## src/rtl/rpvm_regs.vh

```
// register offsets, field positions, reset values and timing counts of the rx port monitor
// assumes an 8-bit register address space reached through the serial control port
`ifndef RPVM_REGS_VH
`define RPVM_REGS_VH

`define RPVM_ADDR_LINE_HI 8'h75
`define RPVM_ADDR_LINE_LO 8'h76
`define RPVM_ADDR_FREQ_CTL 8'h77
`define RPVM_ADDR_MBOX_A 8'h78
`define RPVM_ADDR_MBOX_B 8'h79
`define RPVM_ADDR_CSI_STS 8'h7a

`define RPVM_RST_LINE 16'h0000
`define RPVM_RST_FREQ_CTL 8'hc5
`define RPVM_RST_MBOX_A 8'h00
`define RPVM_RST_MBOX_B 8'h01
`define RPVM_RST_CSI_STS 4'h0

`define RPVM_HYST_HI 7
`define RPVM_HYST_LO 6
`define RPVM_SETTLE_HI 5
`define RPVM_SETTLE_LO 4
`define RPVM_FLOOR_HI 3
`define RPVM_FLOOR_LO 0

`define RPVM_STS_LEN 3
`define RPVM_STS_CKSUM 2
`define RPVM_STS_ECC2 1
`define RPVM_STS_ECC1 0

// settle times in microseconds, clock in MHz
`define RPVM_CLK_MHZ 125
`define RPVM_SETTLE_US0 40
`define RPVM_SETTLE_US1 80
`define RPVM_SETTLE_US2 320
`define RPVM_SETTLE_US3 1280

`endif

```

## src/rtl/rpvm_freq_det.v

```verilog
// clock frequency monitor: deadband capture, settle timer, low floor compare
// assumes meas_vld pulses with a fresh whole-MHz measurement of the link clock
`timescale 1ns/100ps
`include "rpvm_regs.vh"
module rpvm_freq_det #(
	parameter FW = 8,
	parameter [17:0] SETTLE_CYC0 = `RPVM_SETTLE_US0 * `RPVM_CLK_MHZ,
	parameter [17:0] SETTLE_CYC1 = `RPVM_SETTLE_US1 * `RPVM_CLK_MHZ,
	parameter [17:0] SETTLE_CYC2 = `RPVM_SETTLE_US2 * `RPVM_CLK_MHZ,
	parameter [17:0] SETTLE_CYC3 = `RPVM_SETTLE_US3 * `RPVM_CLK_MHZ
) (
	input wire sys_clk,
	input wire sys_rst,
	input wire meas_vld,
	input wire [FW-1:0] meas_mhz,
	input wire [1:0] frequency_deadband,
	input wire [1:0] frequency_settle_time_select,
	input wire [3:0] frequency_floor_mhz,
	output wire [FW-1:0] freq_held_mhz,
	output wire freq_stable,
	output wire freq_too_low
);
	reg [FW-1:0] held_r;
	reg [17:0] tmr_r;
	reg stable_r;
	wire [FW-1:0] diff;
	wire outside;
	reg [17:0] limit;

	assign diff = (meas_mhz > held_r) ? meas_mhz - held_r : held_r - meas_mhz;
	assign outside = meas_vld && (diff > {{(FW-2){1'b0}}, frequency_deadband});

	always @* begin
		case (frequency_settle_time_select)
		2'b00: limit = SETTLE_CYC0;
		2'b01: limit = SETTLE_CYC1;
		2'b10: limit = SETTLE_CYC2;
		default: limit = SETTLE_CYC3;
		endcase
	end

	always @(posedge sys_clk) begin
		if (sys_rst) begin
			held_r <= {FW{1'b0}};
			tmr_r <= 18'h00000;
			stable_r <= 1'b0;
		end else if (outside) begin
			held_r <= meas_mhz;
			tmr_r <= 18'h00000;
			stable_r <= 1'b0;
		end else if (tmr_r + 18'h00001 >= limit) begin
			stable_r <= 1'b1;
		end else begin
			tmr_r <= tmr_r + 18'h00001;
		end
	end

	assign freq_held_mhz = held_r;
	assign freq_stable = stable_r;
	// floor compare against the held value so jitter inside the deadband cannot toggle it
	assign freq_too_low = held_r < {{(FW-4){1'b0}}, frequency_floor_mhz};
endmodule

```

## src/rtl/rpvm_line_len.v

```verilog
// line length capture with freeze and coherent high/low byte read
// assumes line_end pulses once per line with line_len valid, frame_end once per frame
`timescale 1ns/100ps
`include "rpvm_regs.vh"
module rpvm_line_len #(
	parameter W = 16
) (
	input wire sys_clk,
	input wire sys_rst,
	input wire line_end,
	input wire [W-1:0] line_len,
	input wire frame_end,
	input wire freeze_en,
	input wire rd_hi,
	input wire rd_lo,
	output wire [7:0] line_size_upper_byte,
	output wire [7:0] line_size_lower_byte
);
	reg [W-1:0] last_r;
	reg [W-1:0] rep_r;
	reg [7:0] lo_snap_r;
	reg snap_vld_r;
	reg frozen_r;

	always @(posedge sys_clk) begin
		if (sys_rst) begin
			last_r <= `RPVM_RST_LINE;
			rep_r <= `RPVM_RST_LINE;
			lo_snap_r <= 8'h00;
			snap_vld_r <= 1'b0;
			frozen_r <= 1'b0;
		end else begin
			// the latest line overwrites, so the frame's final line survives
			if (line_end)
				last_r <= line_len;
			if (frame_end && !frozen_r) begin
				rep_r <= line_end ? line_len : last_r;
				// a freeze holds until software reads the value
				if (freeze_en)
					frozen_r <= 1'b1;
			end
			if (rd_hi) begin
				lo_snap_r <= rep_r[7:0];
				snap_vld_r <= 1'b1;
			end else if (rd_lo) begin
				snap_vld_r <= 1'b0;
			end
			if ((rd_hi || rd_lo) && !(frame_end && freeze_en && !frozen_r))
				frozen_r <= 1'b0;
		end
	end

	assign line_size_upper_byte = rep_r[15:8];
	assign line_size_lower_byte = snap_vld_r ? lo_snap_r : rep_r[7:0];
endmodule

```

## src/rtl/rpvm_top.v

```verilog
// rx port video monitor register group: line length, frequency detect, mailboxes, csi errors,
// and single-bit repair of the forwarded packet header
// assumes a serial-control front end that presents one-cycle rd/wr strobes for this port only
// Behaviour
// - the latest frame's 16-bit line length reads as a read-only high and low byte, reset zero.
// - when line length varies in a frame the final line's length is reported.
// - with the line-length-change interrupt enable set the value freezes until read.
// - reading the high byte snapshots the low byte so the next low read is consistent.
// - a new frequency is captured only if it differs from the held one by more than the deadband.
// - the clock counts stable after staying in band for 40 us, 80 us, 320 us or 1.28 ms.
// - the held frequency is compared to a 4-bit floor in MHz to flag a too slow clock.
// - two 8-bit read/write mailbox registers with no hardware effect, the second resets to 0x01.
// - status bit 3 sets on a packet whose header length does not match its payload.
// - status bit 2 sets on a payload checksum failure.
// - status bit 1 sets on a multi-bit header ecc error, which is not corrected.
// - status bit 0 sets on a single-bit header ecc error, which is corrected.
// - error flags stay set until the status register is read, bits 7:4 read zero.
`timescale 1ns/100ps
`include "rpvm_regs.vh"
module rpvm_top #(
	parameter FW = 8,
	parameter [17:0] SETTLE_CYC0 = `RPVM_SETTLE_US0 * `RPVM_CLK_MHZ,
	parameter [17:0] SETTLE_CYC1 = `RPVM_SETTLE_US1 * `RPVM_CLK_MHZ,
	parameter [17:0] SETTLE_CYC2 = `RPVM_SETTLE_US2 * `RPVM_CLK_MHZ,
	parameter [17:0] SETTLE_CYC3 = `RPVM_SETTLE_US3 * `RPVM_CLK_MHZ
) (
	input wire sys_clk,
	input wire sys_rst,
	input wire reg_wr,
	input wire reg_rd,
	input wire [7:0] reg_addr,
	input wire [7:0] reg_wdata,
	output reg [7:0] reg_rdata,
	output wire reg_hit,
	input wire line_size_change_irq_enable,
	input wire line_end,
	input wire [15:0] line_len,
	input wire frame_end,
	input wire meas_vld,
	input wire [FW-1:0] meas_mhz,
	input wire pkt_len_err,
	input wire pkt_payload_checksum_fault_flag,
	input wire pkt_multi_bit_header_fault_flag,
	input wire pkt_single_bit_header_fault_flag,
	input wire [31:0] hdr_in,
	output reg [31:0] hdr_out,
	output wire [FW-1:0] freq_held_mhz,
	output wire freq_stable,
	output wire freq_too_low,
	output wire [3:0] csi_err_flags
);
	reg [7:0] freq_ctl_r;
	reg [7:0] mbox_a_r;
	reg [7:0] mbox_b_r;
	reg [3:0] sts_r;
	wire [7:0] line_hi;
	wire [7:0] line_lo;
	wire rd_hi;
	wire rd_lo;
	wire rd_sts;
	wire [3:0] sts_set;
	reg [7:0] rdata_nxt;

	// decodes one register offset; shared by read and write paths
	function hit;
		input [7:0] addr;
		input [7:0] off;
		begin
			hit = (addr == off);
		end
	endfunction

	// reached only after the host has steered the port select to this port
	assign rd_hi = reg_rd && hit(reg_addr, `RPVM_ADDR_LINE_HI);
	assign rd_lo = reg_rd && hit(reg_addr, `RPVM_ADDR_LINE_LO);
	assign rd_sts = reg_rd && hit(reg_addr, `RPVM_ADDR_CSI_STS);
	assign reg_hit = (reg_addr >= `RPVM_ADDR_LINE_HI) && (reg_addr <= `RPVM_ADDR_CSI_STS);

	rpvm_line_len #(
		.W(16)
	) u_line (
		.sys_clk(sys_clk),
		.sys_rst(sys_rst),
		.line_end(line_end),
		.line_len(line_len),
		.frame_end(frame_end),
		.freeze_en(line_size_change_irq_enable),
		.rd_hi(rd_hi),
		.rd_lo(rd_lo),
		.line_size_upper_byte(line_hi),
		.line_size_lower_byte(line_lo)
	);

	rpvm_freq_det #(
		.FW(FW),
		.SETTLE_CYC0(SETTLE_CYC0),
		.SETTLE_CYC1(SETTLE_CYC1),
		.SETTLE_CYC2(SETTLE_CYC2),
		.SETTLE_CYC3(SETTLE_CYC3)
	) u_freq (
		.sys_clk(sys_clk),
		.sys_rst(sys_rst),
		.meas_vld(meas_vld),
		.meas_mhz(meas_mhz),
		.frequency_deadband(freq_ctl_r[`RPVM_HYST_HI:`RPVM_HYST_LO]),
		.frequency_settle_time_select(freq_ctl_r[`RPVM_SETTLE_HI:`RPVM_SETTLE_LO]),
		.frequency_floor_mhz(freq_ctl_r[`RPVM_FLOOR_HI:`RPVM_FLOOR_LO]),
		.freq_held_mhz(freq_held_mhz),
		.freq_stable(freq_stable),
		.freq_too_low(freq_too_low)
	);

	assign sts_set[`RPVM_STS_LEN] = pkt_len_err;
	assign sts_set[`RPVM_STS_CKSUM] = pkt_payload_checksum_fault_flag;
	assign sts_set[`RPVM_STS_ECC2] = pkt_multi_bit_header_fault_flag;
	assign sts_set[`RPVM_STS_ECC1] = pkt_single_bit_header_fault_flag;

	always @(posedge sys_clk) begin
		if (sys_rst) begin
			freq_ctl_r <= `RPVM_RST_FREQ_CTL;
			mbox_a_r <= `RPVM_RST_MBOX_A;
			mbox_b_r <= `RPVM_RST_MBOX_B;
			sts_r <= `RPVM_RST_CSI_STS;
		end else begin
			if (reg_wr && hit(reg_addr, `RPVM_ADDR_FREQ_CTL))
				freq_ctl_r <= reg_wdata;
			if (reg_wr && hit(reg_addr, `RPVM_ADDR_MBOX_A))
				mbox_a_r <= reg_wdata;
			if (reg_wr && hit(reg_addr, `RPVM_ADDR_MBOX_B))
				mbox_b_r <= reg_wdata;
			// a new error in the read cycle survives the clear
			sts_r <= (rd_sts ? 4'h0 : sts_r) | sts_set;
		end
	end

	// header layout: [23:0] data, [29:24] check bits, [31:30] reserved and passed as is
	// check-bit column of one data bit; every column has odd weight, so a single flip gives
	// an odd syndrome and any double flip an even one that matches no column
	function [5:0] ecc_col;
		input [4:0] idx;
		begin
			case (idx)
			5'd0: ecc_col = 6'h07;
			5'd1: ecc_col = 6'h0b;
			5'd2: ecc_col = 6'h0d;
			5'd3: ecc_col = 6'h0e;
			5'd4: ecc_col = 6'h13;
			5'd5: ecc_col = 6'h15;
			5'd6: ecc_col = 6'h16;
			5'd7: ecc_col = 6'h19;
			5'd8: ecc_col = 6'h1a;
			5'd9: ecc_col = 6'h1c;
			5'd10: ecc_col = 6'h23;
			5'd11: ecc_col = 6'h25;
			5'd12: ecc_col = 6'h26;
			5'd13: ecc_col = 6'h29;
			5'd14: ecc_col = 6'h2a;
			5'd15: ecc_col = 6'h2c;
			5'd16: ecc_col = 6'h31;
			5'd17: ecc_col = 6'h32;
			5'd18: ecc_col = 6'h34;
			5'd19: ecc_col = 6'h38;
			5'd20: ecc_col = 6'h1f;
			5'd21: ecc_col = 6'h2f;
			5'd22: ecc_col = 6'h37;
			5'd23: ecc_col = 6'h3b;
			default: ecc_col = 6'h00;
			endcase
		end
	endfunction

	function [5:0] ecc_calc;
		input [23:0] d;
		integer i;
		begin
			ecc_calc = 6'h00;
			for (i = 0; i < 24; i = i + 1) begin
				if (d[i])
					ecc_calc = ecc_calc ^ ecc_col(i[4:0]);
			end
		end
	endfunction

	reg [5:0] hdr_syn;
	reg [31:0] hdr_fix;
	integer b;

	// the error flags stay with the packet checker's strobes; this path only repairs the
	// header that is forwarded, so a flag and a repair of one packet need not share a cycle
	always @* begin
		hdr_syn = ecc_calc(hdr_in[23:0]) ^ hdr_in[29:24];
		hdr_fix = hdr_in;
		for (b = 0; b < 24; b = b + 1) begin
			if (hdr_syn == ecc_col(b[4:0]))
				hdr_fix[b] = ~hdr_in[b];
		end
		// a lone syndrome bit points at a flipped check bit
		for (b = 0; b < 6; b = b + 1) begin
			if (hdr_syn == (6'h01 << b))
				hdr_fix[24 + b] = ~hdr_in[24 + b];
		end
	end

	// an even syndrome matches nothing above, so double-bit errors pass unchanged
	always @(posedge sys_clk) begin
		if (sys_rst)
			hdr_out <= 32'h00000000;
		else
			hdr_out <= hdr_fix;
	end

	always @* begin
		case (reg_addr)
		`RPVM_ADDR_LINE_HI: rdata_nxt = line_hi;
		`RPVM_ADDR_LINE_LO: rdata_nxt = line_lo;
		`RPVM_ADDR_FREQ_CTL: rdata_nxt = freq_ctl_r;
		`RPVM_ADDR_MBOX_A: rdata_nxt = mbox_a_r;
		`RPVM_ADDR_MBOX_B: rdata_nxt = mbox_b_r;
		`RPVM_ADDR_CSI_STS: rdata_nxt = {4'h0, sts_r};
		default: rdata_nxt = 8'h00;
		endcase
	end

	always @(posedge sys_clk) begin
		if (sys_rst)
			reg_rdata <= 8'h00;
		else if (reg_rd)
			reg_rdata <= rdata_nxt;
	end

	assign csi_err_flags = sts_r;
endmodule
```

## config.mk

```make
export PLATFORM = sky130hd
export DESIGN_NAME = rpvm_top
export DESIGN_NICKNAME = d
export VERILOG_FILES = /design/src/rtl/rpvm_freq_det.v /design/src/rtl/rpvm_line_len.v /design/src/rtl/rpvm_top.v
export VERILOG_INCLUDE_DIRS = /design/src /design/src/rtl
export SDC_FILE = /design/constraint.sdc
export NUM_CORES = 1
export LEC_CHECK = 0
export BUFFER_PORTS_ARGS = -buffer_cell sky130_fd_sc_hd__buf_2
export CAP_MARGIN = 40
export CELL_PAD_IN_SITES_DETAIL_PLACEMENT = 0
export CELL_PAD_IN_SITES_GLOBAL_PLACEMENT = 1
export CORE_MARGIN = 2
export CORE_UTILIZATION = 46
export DETAILED_ROUTE_END_ITERATION = 10
export PLACE_DENSITY_LB_ADDON = 0.1
export RECOVER_POWER = 100
export SETUP_SLACK_MARGIN = 0.15
export SLEW_MARGIN = 20
export SYNTH_ARGS = -nofsm -noshare
export SYNTH_HDL_FRONTEND = slang
export SYNTH_SLANG_ARGS = --single-unit
```

## constraint.sdc

```tcl
create_clock -name sys_clk -period 6.1 [get_ports sys_clk]
set_input_delay 1.22 -clock sys_clk [delete_from_list [all_inputs] [get_ports sys_clk]]
set_output_delay 1.22 -clock sys_clk [all_outputs]
set_load 0.05 [all_outputs]
```

[Word level (Yosys, flattened, before mapping)]
Cells that the tools add are included.
Cells by class
  reductions and logical operators: 20
  magnitude comparators: 6
  mux-type cells: 85
  add/subtract/negate cells: 3
  bitwise gates (word level): 55
  equal/unequal tests: 38
Operators with widths (count)
  6-bit 2-to-1 mux: 46
  6-bit XOR: 24
  6-bit == test (second input constant): 14
  18-bit case mux with 3 select lines: 1
  6-bit by 5-bit == test with 1-bit output (second input constant): 8
  8-bit by 7-bit == test with 1-bit output (second input constant): 6
  8-bit case mux with 6 select lines: 1
  1-bit 2-to-1 mux: 32
  1-bit inverter: 30
  6-bit by 4-bit == test with 1-bit output (second input constant): 4
  18-bit by 1-bit adder with 18-bit output (second input constant): 1
  18-bit >= comparator: 1
  16-bit 2-to-1 mux: 1
  8-bit 2-to-1 mux: 2
  8-bit subtractor: 2
  6-bit by 3-bit == test with 1-bit output (second input constant): 2
  1-bit logical AND: 12
  8-bit by 7-bit >= comparator with 1-bit output (second input constant): 1
  8-bit by 2-bit > comparator with 1-bit output: 1
  8-bit > comparator: 1
  8-bit by 7-bit less-or-equal comparator with 1-bit output (second input constant): 1
  8-bit by 4-bit < comparator with 1-bit output: 1
  6-bit by 1-bit == test with 1-bit output (second input constant): 1
  6-bit by 2-bit == test with 1-bit output (second input constant): 1
  other kinds (11): 13
Storage, ports and cells
  register bits after elaboration: 137
  logic and storage cells: 221
  output and inout bits: 55
  bits of input ports: 84

[Longest topological paths before layout]
  word-level depth: 50
  depth in mapped cells: 18

[Cells and area by module]
Synthesis repeated with hierarchy kept, for this count alone.
Second synthesis, totals
  cell total of the unflattened synthesis: 893
  area, all modules: 8047.7 µm²
Modules (own cells, without submodules)
  rpvm_top: sequential area each 1361.3 µm², area an instance 3687.3 µm², instances 1, cells an instance 392
  rpvm_freq_det: sequential area each 540.5 µm², area an instance 2740.1 µm², instances 1, cells an instance 343
  rpvm_line_len: sequential area each 840.8 µm², area an instance 1620.3 µm², instances 1, cells an instance 158

[Least setup slack after synthesis]
Ideal clock, no wire load.
  path kind: input -> register
  start point: input meas_mhz[0]
  end point: register u_freq.stable_r (netlist: u_freq.freq_stable)
  arrival: 3830 ps
  required time: 6026 ps
  stages: 18
  setup slack: 2196 ps
  cells stage by stage: inv_1 -> ha_1 -> inv_1 -> fa_1 -> nand3_2 -> a21oi_2 -> o21a_1 -> nand2_1 -> nand2_1 -> ha_1 -> nor2b_1 -> o21ai_0 -> o21ai_0 -> nor4_1 -> clkbuf_8 -> a21boi_4 -> buf_6 -> nor3_2
On the way
  word-level cells in the longest chain between the ends: 5
Ends and longest elaborated chain
  start: declaration: line rpvm_top.v:40  | input wire [FW-1:0] meas_mhz,
  8-bit subtractor or 8-bit > comparator (tied branches): line rpvm_freq_det.v:30  | assign diff = (meas_mhz > held_r) ? meas_mhz - held_r : held_r - meas_mhz;
  8-bit 2-to-1 mux (*): line rpvm_freq_det.v:30
  8-bit by 2-bit > comparator with 1-bit output (*): line rpvm_freq_det.v:31  | assign outside = meas_vld && (diff > {{(FW-2){1'b0}}, frequency_deadband});
  1-bit logical AND (*): line rpvm_freq_det.v:31
  2-bit OR reduction (no source line) (*)
  end signal: assignment: line rpvm_freq_det.v:46  | stable_r <= 1'b0;
  end signal: assignment: line rpvm_freq_det.v:50  | stable_r <= 1'b0;
  end signal: assignment: line rpvm_freq_det.v:52  | stable_r <= 1'b1;
  end: declaration: line rpvm_freq_det.v:25  | reg stable_r;
Every way passes the cells marked *; elsewhere a longest branch is shown, timed or not.
A chain may end at the register's enable or synchronous reset.

[Worst setup path after layout]
  start point: input meas_mhz[3]
  end point: register u_freq.held_r[6] (netlist: u_freq.freq_held_mhz[6])
On the way
  word-level cells in the longest chain between the ends: 4
Ends and longest elaborated chain
  8-bit subtractor or 8-bit > comparator (tied branches): line rpvm_freq_det.v:30
  8-bit 2-to-1 mux (*): line rpvm_freq_det.v:30
  8-bit by 2-bit > comparator with 1-bit output (*): line rpvm_freq_det.v:31
  1-bit logical AND (*): line rpvm_freq_det.v:31
  end signal: assignment: line rpvm_freq_det.v:44  | held_r <= {FW{1'b0}};
  end signal: assignment: line rpvm_freq_det.v:48  | held_r <= meas_mhz;
  end: declaration: line rpvm_freq_det.v:23  | reg [FW-1:0] held_r;
Marked as above.

==> out/results.tsv <==
stage	metric	value	unit
synth	ys_types	61	
synth	synth_compound_area_frac	0.124	
routing	vias_per_cell	5.18	
synth	syn_nets	1051	
critical_path	crit_fanout	12	
die	die_w	136	um
synth	syn_area_per_cell	8.65	um2
synth	synth-edff-count	0	
clock_network	htree_num_levels	4	
synth	syn_inst	925	
status	violations	capacitance limit, slew limit	
timing	setup_violations	0	
clock_network	ctsHoldBuffers	0	
synth	synth-simple-area-share	0.200	
clock_network	cts_resized	0	
min_path	hold_start	mbox_a_r[0]	
routing	via_count	6604	
status	outcome	complete, but fails checks	
global_route	grt_start_max_net_pins	79	
die	fp-row-count	48	
synth	synth.area.mux_share	0.0738	
global_route	gr-usage-all-layers	0.219	
timing	fin_skew	0.00612	ns
min_path	worstHoldPathType	flop to flop	
placement	numPortBuffers	138	
critical_path	r2r_start	u_freq.freq_held_mhz[1]	
global_route	grt_pass1_vias	6133	
global_route	gr-total-overflow	0	
routing	drt_iter0_drc	382	
critical_path	crit_start	meas_mhz[3]	
placement	post-place-cells	1241	
critical_path	cp-end-kind	flop	
critical_path	required	6.26	ns
die	die_h	136	um
synth	synth-seq-cells	137	
cells_and_area	area_growth	15.8	%
pwr	vdd_drop_max	0.000223	V
cells_and_area	final_cell_mix	137 x dfxtp_1, 114 x nor2_1, 104 x nand2_1, 83 x buf_2, 72 x xnor2_1	
critical_path	cp_common_cell	o21ai_0	
timing	holdWs	0.450	ns
timing	period_needed	4.75	ns
cells_and_area	antenna_cells	0	
routing	totalWireLength	19900	um
critical_path	critPathLaunchType	input pin	
critical_path	critical_path_buf_inv_count	3	
pwr	power.density	320	nW/um2
critical_path	crit_type	input pin to flop	
timing	min_period_over_period	0.779	
clock_network	clock_path_buffers	2	
clock_network	root_buffer	clkbuf_16	
critical_path	slowest_stage	o21ai_0	
global_route	grt_first_pass_wirelength	31800	um
die	io_pins	139	
routing	post_drt_wl_per_cell	15.6	um
cells_and_area	final_nets	1162	
synth	yosys_warnings	0	
synth	ys_seq_area_frac	0.343	
critical_path	worstPathArrival	4.91	ns
synth	synth_area	8000	um2
synth	synthAdderAreaFrac	0.0675	
timing	slew_headroom	-1.24	
die	initial_utilization	0.466	
pwr	p_leak	3.76	nW
clock_network	post_cts_buffers	0	
cells_and_area	final_common_cell	dfxtp_1	
placement	gp_congestion	0.829	
timing	max_freq	210	MHz
routing	drc	0	
timing	worst_pin_slew	3.36	ns
placement	hpwl	14600	um
timing	slew_violations	75	
clock_network	clock_latency	0.43	ns
synth	async_reset_ff_frac	0	
clock_network	cts_buffers	17	
cells_and_area	final_cells	1274	
die	die-area	18500	um2
timing	finalHoldViolations	0	
routing	ant_nets	0	
cells_and_area	drive_above_1_share	0.137	
synth	synth_top_family_by_area	simple AND/OR/NAND/NOR gates	
clock_network	cts_tree	built	
clock_network	clk_pin_slew	0.06	ns
timing	setup-tns-final	0	ns
synth	yosys.area_share.xor_xnor	0.146	
timing	rsz0062_at_grt	no	
clock_network	cts_num_sinks	137	
global_route	antenna_found_initial	0	
flow_run	timing.max_cap.violations	1	
critical_path	cpPeakStageDelay	0.85	ns
critical_path	path_cells	clkbuf_1, inv_1, ha_1, a21oi_1, a21oi_1, o21ai_0, nand2_1, nand2_1, ha_1, nor2b_1, o21ai_0, o21ai_0, nor4_2, buf_4, mux2i_1, o311ai_0	
die	coreArea	17200	um2
synth	yosys_most_used_dff	dfxtp_1	
critical_path	crit_family	compound AO/OA/AOI/OAI gates	
routing	firstDrtPassIters	5	
power by group:
group | switching [mW] | internal [mW] | leakage [nW]
Clock | 0.461 | 0.586 | 0.290
Combinational | 0.645 | 0.290 | 2.35
Sequential | 0.0306 | 0.950 | 1.12
Total | 1.14 | 1.83 | 3.76
cells by family after synthesis:
group,count (synthesis)
simple gates,341
fa+ha+maj,42
flops,137
mux,58
compound gates,144
buf+inv,84
xor+xnor,119
cell usage after synthesis, types with 7 or more instances:
library cell    n  share of area
a21oi_1        37          0.023
clkbuf_1       35          0.016
and3_1          7         0.0055
ha_1           40          0.063
a211oi_1       29          0.027
a22oi_1         8         0.0075
nor2_1        114          0.053
nand4_1         8         0.0063
nor3_2         10          0.013
dfxtp_1       137           0.34
xnor3_1         7          0.020
inv_1          32          0.015
o21ai_0        26          0.016
xnor2_1        72          0.079
nor2b_1        16          0.013
nand3_1        11         0.0069
nand2_1       104          0.049
xor2_1         37          0.040
nor3_1         43          0.027
o311ai_1        8         0.0088
mux2i_1        56          0.070
stage by stage:
stage	instance area [um2]	total power, mW	worst slack, ns	util
floorplan	8000	1.72	2.20	-
global placement	8750	1.94	1.82	0.510
detailed placement	8780	1.94	1.73	0.511
CTS	9390	3.00	2.17	0.547
global route	9270	3.11	0.988	0.540
finish	9270	2.96	1.35	0.540
registers in the layout, summed over array words and instances, names as in the netlist:
register / flops
u_line.frozen_r: 1
reg_rdata: 8
mbox_b_r: 8
u_line.snap_vld_r: 1
freq_ctl_r: 8
u_line.lo_snap_r: 8
u_freq.tmr_r: 18
u_freq.freq_held_mhz: 8
u_freq.freq_stable: 1
u_line.last_r: 16
u_line.rep_r: 16
csi_err_flags: 4
mbox_a_r: 8
hdr_out: 32
path summary, 6_finish.rpt:
check | to | slack, ns | depth (start not counted)
hold reg to reg | mbox_a_r[0] | 0.45 | 2
setup / recovery | u_freq.freq_held_mhz[6] | 1.35 | 16
setup reg to reg | u_freq.freq_held_mhz[6] | 1.89 | 15
hold / removal | mbox_a_r[0] | 0.45 | 2
routing by layer:
| metal | share of wire | global-route usage |
|---|---|---|
| met5 | 0 | 0 |
| met4 | 0.0094 | 0.0434 |
| met3 | 0.051 | 0.0567 |
| met2 | 0.47 | 0.352 |
| met1 | 0.47 | 0.299 |
worst register-to-register path: stages, from the launching register on:
cell	delay, ns
dfxtp_1	0.47
inv_1	0.17
fa_1	0.47
nand3_2	0.10
a21oi_1	0.12
o21ai_0	0.85
nand2_1	0.16
nand2_1	0.12
ha_1	0.24
nor2b_1	0.13
o21ai_0	0.14
o21ai_0	0.12
nor4_2	0.25
buf_4	0.25
mux2i_1	0.20
o311ai_0	0.15
final cells by class:
cell class,instances,area [um2]
clock inverters,15,180
fillers,1719,7910
multi-input cells,704,4850
repair buffers,144,667
inverters,32,120
clock buffers,17,425
well taps,225,282
flip-flops and latches,137,2740
No activity file was read; power rests on OpenSTA's default activity.
